### src/design/eif_pkg.sv
package eif_pkg;
  // ------------------------------------------------------------
  // channels and register map
  // ------------------------------------------------------------
  localparam int unsigned NUM_CH        = 6;
  localparam logic [7:0]  ADDR_GATE     = 8'h00;
  localparam logic [7:0]  ADDR_CTRL1    = 8'h04;
  localparam logic [7:0]  ADDR_CTRL4    = 8'h10;
  localparam logic [7:0]  ADDR_MODE     = 8'h14;
  localparam logic [7:0]  ADDR_ENABLE   = 8'h18;
  localparam logic [7:0]  ADDR_PEND     = 8'h1C;
  localparam logic [7:0]  ADDR_PINDIR   = 8'h20;
  localparam logic [31:0] RESET_WORD    = 32'h0000_0000;
  // control register field positions
  localparam int unsigned NC_LSB        = 0;
  localparam int unsigned ES_LSB        = 2;
  localparam int unsigned LVL_BIT       = 4;
  // ------------------------------------------------------------
  // edge select and sampling interval encodings
  // ------------------------------------------------------------
  localparam logic [1:0]  ES_RISE       = 2'h0;
  localparam logic [1:0]  ES_FALL       = 2'h1;
  localparam logic [1:0]  ES_BOTH       = 2'h2;
  localparam logic [1:0]  ES_HIGH       = 2'h3;
  localparam logic [1:0]  NC_DIV1       = 2'h0;
  localparam logic [1:0]  NC_DIV4       = 2'h1;
  localparam logic [1:0]  NC_DIV8       = 2'h2;
  localparam logic [1:0]  NC_DIV16      = 2'h3;
  localparam int unsigned FAST_SAMPLES  = 3;
  localparam int unsigned SLOW_SAMPLES  = 2;
  localparam int unsigned SLOW_DIV      = 4;
  localparam int unsigned FIXED_SLOW_SAMPLES = 3;
  localparam int unsigned CNT_W         = 4;
  // ------------------------------------------------------------
  // operating modes
  // ------------------------------------------------------------
  typedef enum logic [2:0] {
    MODE_FAST_RUN  = 3'b000,
    MODE_FAST_HALT = 3'b001,
    MODE_LOW_RUN   = 3'b010,
    MODE_LOW_HALT  = 3'b011,
    MODE_DEEP_FAST = 3'b100,
    MODE_DEEP_LOW  = 3'b101,
    MODE_STOP      = 3'b110
  } eif_mode_e;
  typedef struct packed {
    logic [1:0] edge_sel;
    logic [1:0] interval;
  } eif_cfg_s;
  typedef struct packed {
    logic       fast;
    logic       slow;
    logic       slow_tick;
  } eif_timing_s;
endpackage

### src/design/eif_filter.sv
`timescale 1ns/1ns
// per-channel noise filter and request detector
module eif_filter #(
  parameter bit SELECTABLE = 1'b1,
  parameter bit HIGH_LEVEL = 1'b0
) (
  input  wire logic                 ref_clk,
  input  wire logic                 rst,
  input  wire logic                 run,
  input  wire eif_pkg::eif_timing_s timing,
  input  wire eif_pkg::eif_cfg_s    cfg,
  input  wire logic                 pin,
  output logic                      req,
  output logic                      level
);
  typedef struct packed {
    logic                      sync;
    logic [eif_pkg::CNT_W-1:0] div;
    logic [2:0]                hist;
    logic                      filt;
    logic                      req;
  } eif_flt_s;
  eif_flt_s s_q;
  eif_flt_s s_d;
  logic     tick;
  logic     nxt;
  logic     rise;
  logic     fall;
  always_comb begin
    s_d  = s_q;
    tick = 1'b0;
    nxt  = s_q.filt;
    s_d.req = 1'b0;
    s_d.sync = pin;
    if (timing.fast) begin
      if (!SELECTABLE) begin
        tick = 1'b1;
      end else begin
        s_d.div = s_q.div + 4'h1;
        case (cfg.interval)
          eif_pkg::NC_DIV1:  tick = 1'b1;
          eif_pkg::NC_DIV4:  tick = (s_q.div[1:0] == 2'h3);
          eif_pkg::NC_DIV8:  tick = (s_q.div[2:0] == 3'h7);
          default:           tick = (s_q.div == 4'hF);
        endcase
      end
    end else if (timing.slow) begin
      tick = timing.slow_tick;
    end
    if (run && tick) begin
      s_d.hist = {s_q.hist[1:0], s_q.sync};
      if (!SELECTABLE && timing.fast) begin
        nxt = (s_q.sync == s_d.hist[1]) ? s_q.sync : s_q.filt;
      end else if (timing.fast) begin
        if (s_d.hist == 3'h7) nxt = 1'b1;
        else if (s_d.hist == 3'h0) nxt = 1'b0;
      end else begin
        if (s_d.hist[1:0] == 2'h3) nxt = 1'b1;
        else if (s_d.hist[1:0] == 2'h0) nxt = 1'b0;
      end
    end
    if (!run) begin
      s_d.div = '0;
    end
    s_d.filt = nxt;
    rise = nxt & ~s_q.filt;
    fall = ~nxt & s_q.filt;
    if (!SELECTABLE) begin
      s_d.req = fall;
    end else begin
      case (cfg.edge_sel)
        eif_pkg::ES_RISE: s_d.req = rise;
        eif_pkg::ES_FALL: s_d.req = fall;
        eif_pkg::ES_BOTH: s_d.req = rise | fall;
        default:          s_d.req = HIGH_LEVEL & run & nxt;
      endcase
    end
  end
  always_ff @(posedge ref_clk) begin
    if (rst) begin
      s_q <= '0;
    end else begin
      s_q <= s_d;
    end
  end
  assign req   = s_q.req;
  assign level = s_q.filt;
endmodule

### src/design/eif_top.sv
// Design decisions made here: the placing of the registers and the AHB-Lite interface to the registers.
`timescale 1ns/1ns
// ----------------------------------------------------------------
// Overview of operation
// - channels one to four configurable; zero and five fixed
// - channel zero requests on falling edge only
// - fixed filter: under one gear clock rejected, two accepted
// - slow modes: under four low clocks rejected, eight accepted
// - edge code 00 rise, 01 fall, 10 both, 11 reserved
// - channel four code 11 requests while filtered input high
// - filtered level captured into level flag on each request
// - level flag updated per request, held between
// - level flag reads 0 initially or after low, 1 after high
// - fast modes: three equal samples at interval accept level on channels one to four
// - interval 00 every clock, 01 /4, 10 /8, 11 /16
// - under two intervals rejected, over three plus one accepted
// - slow modes sample at low clock /4, two equal samples
// - deep halt and stop modes halt sampling and detection
// - clock gate bit 0 stops logic, 1 restores
// - reset clears clock gate bit
// - pin in output mode reads low, may raise request
// ----------------------------------------------------------------
module eif_top (
  input  wire logic        ref_clk,
  input  wire logic        rst,
  input  wire logic        hsel,
  input  wire logic [31:0] haddr,
  input  wire logic [1:0]  htrans,
  input  wire logic        hwrite,
  input  wire logic [2:0]  hsize,
  input  wire logic [31:0] hwdata,
  input  wire logic        hready,
  output logic      [31:0] hrdata,
  output logic             hreadyout,
  output logic             hresp,
  input  wire logic [5:0]  ext_irq_pins,
  input  wire logic        low_freq_clock,
  input  wire logic        master_irq_enable,
  output logic      [5:0]  irq_accept
);
  // ----------------------------------------------------------------
  // state
  // ----------------------------------------------------------------
  typedef struct packed {
    logic                        wr_pend;
    logic                        rd_pend;
    logic [7:0]                  addr;
    logic [31:0]                 rdata;
    logic                        clock_gate_enable;
    eif_pkg::eif_mode_e          mode;
    eif_pkg::eif_cfg_s [3:0]     cfg;
    logic [5:0]                  source_enable_bit;
    logic [5:0]                  captured_level_flag;
    logic [5:0]                  pend;
    logic [5:0]                  pin_out;
    logic [5:0]                  accept;
    logic [1:0]                  lf_div;
    logic                        lf_sync1;
    logic                        lf_sync2;
    logic                        lf_prev;
    logic                        slow_tick;
  } eif_top_s;
  eif_top_s s_q;
  eif_top_s s_d;
  logic [5:0] req;
  logic [5:0] level;
  logic [5:0] pin_in;
  logic       run;
  logic       fast;
  logic       slow;
  logic       take;
  eif_pkg::eif_timing_s timing;
  assign fast = (s_q.mode == eif_pkg::MODE_FAST_RUN) || (s_q.mode == eif_pkg::MODE_FAST_HALT);
  assign slow = (s_q.mode == eif_pkg::MODE_LOW_RUN) || (s_q.mode == eif_pkg::MODE_LOW_HALT);
  assign run  = s_q.clock_gate_enable & (fast | slow);
  assign timing = '{fast: fast, slow: slow, slow_tick: s_q.slow_tick};
  assign pin_in = ext_irq_pins & ~s_q.pin_out;
  assign take = hsel & hready & htrans[1];
  // ----------------------------------------------------------------
  // channels
  // ----------------------------------------------------------------
  genvar g;
  generate
    for (g = 0; g < eif_pkg::NUM_CH; g++) begin : g_ch
      eif_pkg::eif_cfg_s c;
      if (g >= 1 && g <= 4) begin : g_sel
        assign c = s_q.cfg[g-1];
      end else begin : g_fix
        assign c = '{edge_sel: eif_pkg::ES_FALL, interval: eif_pkg::NC_DIV1};
      end
      eif_filter #(
        .SELECTABLE (g >= 1 && g <= 4),
        .HIGH_LEVEL (g == 4)
      ) u_flt (
        .ref_clk (ref_clk),
        .rst     (rst),
        .run     (run),
        .timing  (timing),
        .cfg     (c),
        .pin     (pin_in[g]),
        .req     (req[g]),
        .level   (level[g])
      );
    end
  endgenerate
  // ----------------------------------------------------------------
  // next state
  // ----------------------------------------------------------------
  always_comb begin
    s_d = s_q;
    s_d.wr_pend = 1'b0;
    s_d.rd_pend = 1'b0;
    // low clock is sampled, divided by four to the slow sample tick
    s_d.lf_sync1 = low_freq_clock;
    s_d.lf_sync2 = s_q.lf_sync1;
    s_d.lf_prev  = s_q.lf_sync2;
    s_d.slow_tick = 1'b0;
    if (s_q.lf_sync2 & ~s_q.lf_prev) begin
      s_d.lf_div = s_q.lf_div + 2'h1;
      s_d.slow_tick = (s_q.lf_div == 2'h3);
    end
    for (int i = 0; i < eif_pkg::NUM_CH; i++) begin
      if (req[i]) begin
        s_d.captured_level_flag[i] = level[i];
      end
    end
    s_d.accept = '0;
    for (int i = 0; i < eif_pkg::NUM_CH; i++) begin
      s_d.accept[i] = s_q.pend[i] & master_irq_enable & s_q.source_enable_bit[i];
    end
    // the latch clears on a software write or on its own accept; a new request wins over both
    if (s_q.wr_pend && s_q.addr == eif_pkg::ADDR_PEND) begin
      s_d.pend = s_q.pend & ~hwdata[5:0];
    end
    s_d.pend = (s_d.pend & ~s_d.accept) | req;
    if (s_q.wr_pend) begin
      if (s_q.addr == eif_pkg::ADDR_GATE) begin
        s_d.clock_gate_enable = hwdata[0];
      end else if (s_q.addr == eif_pkg::ADDR_MODE) begin
        s_d.mode = eif_pkg::eif_mode_e'(hwdata[2:0]);
      end else if (s_q.addr == eif_pkg::ADDR_ENABLE) begin
        s_d.source_enable_bit = hwdata[5:0];
      end else if (s_q.addr == eif_pkg::ADDR_PINDIR) begin
        s_d.pin_out = hwdata[5:0];
      end else if (s_q.addr >= eif_pkg::ADDR_CTRL1 && s_q.addr <= eif_pkg::ADDR_CTRL4) begin
        s_d.cfg[s_q.addr[4:2] - 3'h1] = hwdata[3:0];
      end
    end
    s_d.rdata = eif_pkg::RESET_WORD;
    if (take) begin
      s_d.addr    = haddr[7:0];
      s_d.wr_pend = hwrite;
      s_d.rd_pend = ~hwrite;
      if (haddr[7:0] == eif_pkg::ADDR_GATE) begin
        s_d.rdata[0] = s_q.clock_gate_enable;
      end else if (haddr[7:0] == eif_pkg::ADDR_MODE) begin
        s_d.rdata[2:0] = s_q.mode;
      end else if (haddr[7:0] == eif_pkg::ADDR_ENABLE) begin
        s_d.rdata[5:0] = s_q.source_enable_bit;
      end else if (haddr[7:0] == eif_pkg::ADDR_PEND) begin
        s_d.rdata[5:0] = s_q.pend;
      end else if (haddr[7:0] == eif_pkg::ADDR_PINDIR) begin
        s_d.rdata[5:0] = s_q.pin_out;
      end else if (haddr[7:0] >= eif_pkg::ADDR_CTRL1 && haddr[7:0] <= eif_pkg::ADDR_CTRL4) begin
        s_d.rdata[3:0] = s_q.cfg[haddr[4:2] - 3'h1];
        s_d.rdata[eif_pkg::LVL_BIT] = s_q.captured_level_flag[haddr[4:2]];
      end
    end
  end
  always_ff @(posedge ref_clk) begin
    if (rst) begin
      s_q <= '0;
    end else begin
      s_q <= s_d;
    end
  end
  assign hrdata     = s_q.rdata;
  assign hreadyout  = 1'b1;
  assign hresp      = 1'b0;
  assign irq_accept = s_q.accept;
  // ----------------------------------------------------------------
  // checks
  // ----------------------------------------------------------------
  a_gate_reset: assert property (@(posedge ref_clk) rst |=> !s_q.clock_gate_enable)
    else $error("gate not cleared by reset");
  a_accept_gated: assert property (@(posedge ref_clk) disable iff (rst)
    |irq_accept |-> $past(master_irq_enable))
    else $error("accept without master enable");
  a_no_req_stopped: assert property (@(posedge ref_clk) disable iff (rst)
    (!run)[*2] |-> req == 6'h00)
    else $error("request while stopped");
  a_level_capture: assert property (@(posedge ref_clk) disable iff (rst)
    req[1] |=> s_q.captured_level_flag[1] == $past(level[1]))
    else $error("level not captured");
  a_level_hold: assert property (@(posedge ref_clk) disable iff (rst)
    !req[2] |=> $stable(s_q.captured_level_flag[2]))
    else $error("level changed without request");
  a_ch0_fall: assert property (@(posedge ref_clk) disable iff (rst)
    req[0] |-> !level[0])
    else $error("channel zero rose");
  // gate off must silence the filters themselves, not just the run term
  a_gate_off: assert property (@(posedge ref_clk) disable iff (rst)
    (!s_q.clock_gate_enable)[*2] |-> req == 6'h00)
    else $error("request with gate off");
  // fixed filter needs two equal samples after the synchroniser stage
  a_out_low: assert property (@(posedge ref_clk) disable iff (rst)
    (s_q.pin_out[0] && run && fast)[*3] |=> !level[0])
    else $error("output pin not forced low");
endmodule

### config.mk
export PLATFORM = sky130hd
export DESIGN_NAME = eif_top
export DESIGN_NICKNAME = d
export VERILOG_FILES = /design/src/design/eif_pkg.sv /design/src/design/eif_filter.sv /design/src/design/eif_top.sv
export SDC_FILE = /design/constraint.sdc
export NUM_CORES = 1
export LEC_CHECK = 0
export ABC_AREA = 1
export BUFFER_PORTS_ARGS = -buffer_cell sky130_fd_sc_hd__buf_2
export CAP_MARGIN = 5
export CORE_MARGIN = 2
export CORE_UTILIZATION = 30
export CTS_BUF_LIST = sky130_fd_sc_hd__clkbuf_8
export DETAILED_ROUTE_END_ITERATION = 16
export PLACE_DENSITY = 0.51
export SLEW_MARGIN = 20
export SYNTH_ARGS = -nofsm -noshare
export SYNTH_HDL_FRONTEND = slang
export SYNTH_SLANG_ARGS = --single-unit
### constraint.sdc
create_clock -name ref_clk -period 3.18 [get_ports ref_clk]
set_input_delay 0.318 -clock ref_clk [delete_from_list [all_inputs] [get_ports ref_clk]]
set_output_delay 0.318 -clock ref_clk [all_outputs]
set_load 0.02 [all_outputs]
==> impl_results.md <==
- Sequential cell area fraction in the yosys report: 0.3985
- IO buf count: 39
- Fraction of the mapped netlist area in compound gates: 0.1659
- Dominant combinational cell family by area after synthesis: simple AND/OR/NAND/NOR gates
- Wire length on met3: 592 µm
- Initial Util: 0.3068
- Number of design rule violations left after detail routing: 0
- Total half-perimeter wirelength after legalization and detailed placement: 10.11 mm
- Yosys synthesis warning count: 0
- Parity-gate share of the synthesized area counting xor and xnor cells: 0.001516
- Clock buffer count from CTS: 17
- Nets: 923
- Synth Area per Inst: 7.312 µm²
- Internal power component: 0.002216 W
- Per-cell routed wire length: 12.93 µm
- Most frequent CP cell: sky130_fd_sc_hd__nand2_1
- Top layer in use: met4
- Placer Congestion: 0.8007
- Post-route fraction of the period consumed by the critical path: 0.7232
- Die Width: 142.8 µm
- Worst path required time: 3.57 ns
- Ys flop type: sky130_fd_sc_hd__dfxtp_1
- Area Overhead vs Synth: 10.07%
- Total Die Area: 20380 µm²
- Total placed instance area: 5992 µm²
- Data arrival, critical path: 2.69 ns
- Resized cells post-CTS: 0
- Ratio of cells with drive above 1 in the final layout: 0.1320
- Worst-case headroom to the max-slew limit: 0.5893
- Count of fill cells added during filler insertion: 2030
- Number of buffers inserted to repair setup after CTS: 0
- Total met2 wirelength after detailed routing: 6.138 mm
- Measured slew at the worst slew-check pin: 0.6154 ns
- LEAKAGE: 2.715 nW
- Number of buffers on the longest clock path: 2
- Outcome: complete, no violations
- CTS tree: built
- Pin count of the biggest net entering global routing: 57
- Combined area of all synthesized cells: 5777 µm²
- Yosys top cell area share: 0.3985
- Instance count of the mapped netlist: 790
- Flops & latches, synth: 115
- Worst hold path class: in -> reg
- Routed Wire Length: 14.06 mm
- Maximum single-stage delay on the critical path: 0.42 ns
- Startpoint of the most critical hold path: low_freq_clock
- Portion of total power attributed to sequential cells: 0.495
- Clock network fraction of design power: 0.433
- Via density: 4.426
- Final global-route overflow total: 0
- Crit end category: register
- Achievable frequency: 0.4348 GHz
- Depth of the worst register-to-register path: 12
- Synthesized-area fraction occupied by adder cells: 0.05631
- Clk sink count: 115
- Max-capacitance violation count: 0
- Crit Reg-Reg Endpoint: g_ch[1].u_flt.req
- Startpoint types: register
- Layout Skew: 0.01267 ns
- Htree depth: 4
- Iteration-0 DRC Markers: 300
- Master of the slowest instance on the critical path: sky130_fd_sc_hd__a21oi_1
- # setup viols final: 0
- Source-to-sink clock delay at the later pin of the worst-skew pair: 0.45 ns
- Vertical die dimension: 142.8 µm
- DP Worst Slack: 0.9056 ns
- Switching pwr: 0.0007618 W
- Worst Hold Path Cells: 3
- Most frequent cells after synthesis: 120 x sky130_fd_sc_hd__nand2_1, 115 x sky130_fd_sc_hd__dfxtp_1, 105 x sky130_fd_sc_hd__nor2_1
- First drt pass iteration count: 5
- Logic pwr share: 0.071
- Switching part of the total power: 0.2558
- Register clock-pin slew on the reported worst setup and hold paths: 0.07 ns
- Shortest period the worst path allows: 2.300 ns
- Number of global-route vias before repair: 4399
- Row Count: 50
- Post-Layout Inst Area: 6359 µm²
- Hold Fails Final Rpt: 0
- Antenna violation net count after detailed routing: 0
- Fin worst setup slack: 0.8803 ns
- Multiplexer share of the synthesized area: 0
- Metal-1 WL: 7.103 mm
- Setup slack of the most critical reg-to-reg path: 0.88 ns
- Simple-Gate Fraction of Synth Area: 0.2348
- Setup repair after global routing missed its margin: no
- Core region area: 18830 µm²
- Number of enable-type register cells in the synthesized netlist: 0
- Library cell occupying the most area in the post-synthesis netlist: sky130_fd_sc_hd__dfxtp_1
- Worst ir drop on vdd: 0.0002171 V
- Share of synthesized flip-flops with an asynchronous set or reset: 0
- Source of the worst register-to-register timing path: s_q[54]
- GRT Resource Usage Total: 0.1460
- Maximum fanout along the worst path: 10
- Setup Crit Path Kind: reg -> reg
- Worst path cell trace: inv_1 > nand2_1 > a21oi_1 > buf_4 > nand2_1 > inv_1 > nand2_1 > nand2_1 > inv_1 > ha_1 > o21ai_0 > o311a_1
- Max-slew violation count: 0
- Power density over cell area: 468.4 nW/µm²
- Wire length of the first global-routing pass: 22.74 mm
- Clock tree root driver cell: sky130_fd_sc_hd__clkbuf_8
- Worst Hold Endpoint: s_d[2]
- Count of different cell masters after synthesis: 41
- Number of antenna violations at the first check in global routing: 1
- # IOs: 122
- Sum of negative setup slack: 0 ns
- Top post-synthesis cells by area: sky130_fd_sc_hd__dfxtp_1 40%, sky130_fd_sc_hd__nand2_1 7.8%, sky130_fd_sc_hd__nor2_1 6.8%
- Most common cell in the synthesized netlist: sky130_fd_sc_hd__nand2_1
- DR vias: 4811
- Number of buffers inserted for hold repair after clock tree synthesis: 0
-- power groups by stage --
stage               combinational, W  clock (W)  sequential, W
global route                0.000241    0.00137        0.00148
CTS                         0.000212    0.00131        0.00148
floorplan                   0.000176          0        0.00150
detailed placement          0.000212          0        0.00151
global placement            0.000212          0        0.00151
finish                      0.000213    0.00129        0.00148
-- placed cells by master (no fill, tap or decap), types with 4 or more instances in the layout --
cell type	instances
sky130_fd_sc_hd__o21ai_1	8
sky130_fd_sc_hd__clkbuf_8	22
sky130_fd_sc_hd__nor3_1	8
sky130_fd_sc_hd__ha_1	26
sky130_fd_sc_hd__inv_1	100
sky130_fd_sc_hd__conb_1	28
sky130_fd_sc_hd__nand2_2	4
sky130_fd_sc_hd__nor2_1	105
sky130_fd_sc_hd__buf_2	39
sky130_fd_sc_hd__o211ai_1	6
sky130_fd_sc_hd__nand2_1	120
sky130_fd_sc_hd__dfxtp_1	115
sky130_fd_sc_hd__nand4_1	6
sky130_fd_sc_hd__nand3_1	40
sky130_fd_sc_hd__inv_2	4
sky130_fd_sc_hd__a211oi_1	4
sky130_fd_sc_hd__a21oi_2	6
sky130_fd_sc_hd__o21ai_0	78
sky130_fd_sc_hd__a21oi_1	61
sky130_fd_sc_hd__nor2_2	8
sky130_fd_sc_hd__clkinv_2	4
sky130_fd_sc_hd__buf_4	4
-- routing by layer --
layer,global-route usage,up-vias
li1,-,2530
met1,0.1945,2167
met2,0.2272,100
met3,0.03991,14
met4,0.05107,0
met5,0,-
-- registers in the layout (all words and copies together), names as in the netlist --
| signal | count |
|---|---|
| g_ch.u_flt.level | 6 |
| g_ch.u_flt.req | 6 |
| hrdata | 6 |
| g_ch.u_flt.s_q | 32 |
| s_d | 2 |
| s_q | 41 |
| g_ch.c | 16 |
| irq_accept | 6 |
-- worst max-delay path, delay by kind of cell, from the launching register on --
kind            cells  cell delay (ns)
flops               1             0.36
fa+ha+maj           1             0.28
simple gates        4             0.35
compound gates      3             0.74
buf+inv             4             0.50
-- final cells by class --
class / count / area, µm² / area share
Clock inverter: 8 / 61.31 / 0.009642
Antenna cell: 1 / 2.502 / 0.0003935
Clock buffer: 22 / 302.8 / 0.04762
Multi-Input combinational cell: 536 / 2754 / 0.4331
Tap cell: 260 / 325.3 / 0.05116
Timing Repair Buffer: 43 / 225.2 / 0.03542
Inverter: 102 / 385.4 / 0.06061
Sequential cell: 115 / 2302 / 0.3621
-- worst max-delay path by stage --
stage | from | end | slack (ns)
final | s_q[54] | g_ch[1].u_flt.req | 0.88
after global routing | s_q[54] | g_ch[1].u_flt.req | 0.72
after CTS | s_q[54] | g_ch[1].u_flt.req | 0.88
after detailed placement | s_q[54] | g_ch[1].u_flt.req | 0.91
after global placement | s_q[54] | g_ch[1].u_flt.req | 0.91
after floorplan | g_ch[4].u_flt.s_q[5] | g_ch[4].u_flt.req | 1.27
-- kinds of logic after synthesis --
logic type	Yosys count
compound gates	174
xor+xnor	1
fa+ha+maj	26
buf+inv	165
flops	115
other cells	2
simple gates	307
-- stage by stage --
step                cells  power (W)  hold slack, ns    util
floorplan             816   0.001679          0.3883       -
global placement     1056   0.001720          0.3923  0.3182
detailed placement   1056   0.001720          0.3936  0.3182
CTS                  1086   0.003002         0.04969  0.3375
global route         1086   0.003094         0.06739  0.3375
finish               1087   0.002978         0.07030  0.3377
Note: power is estimated with default switching activity, not from simulation.
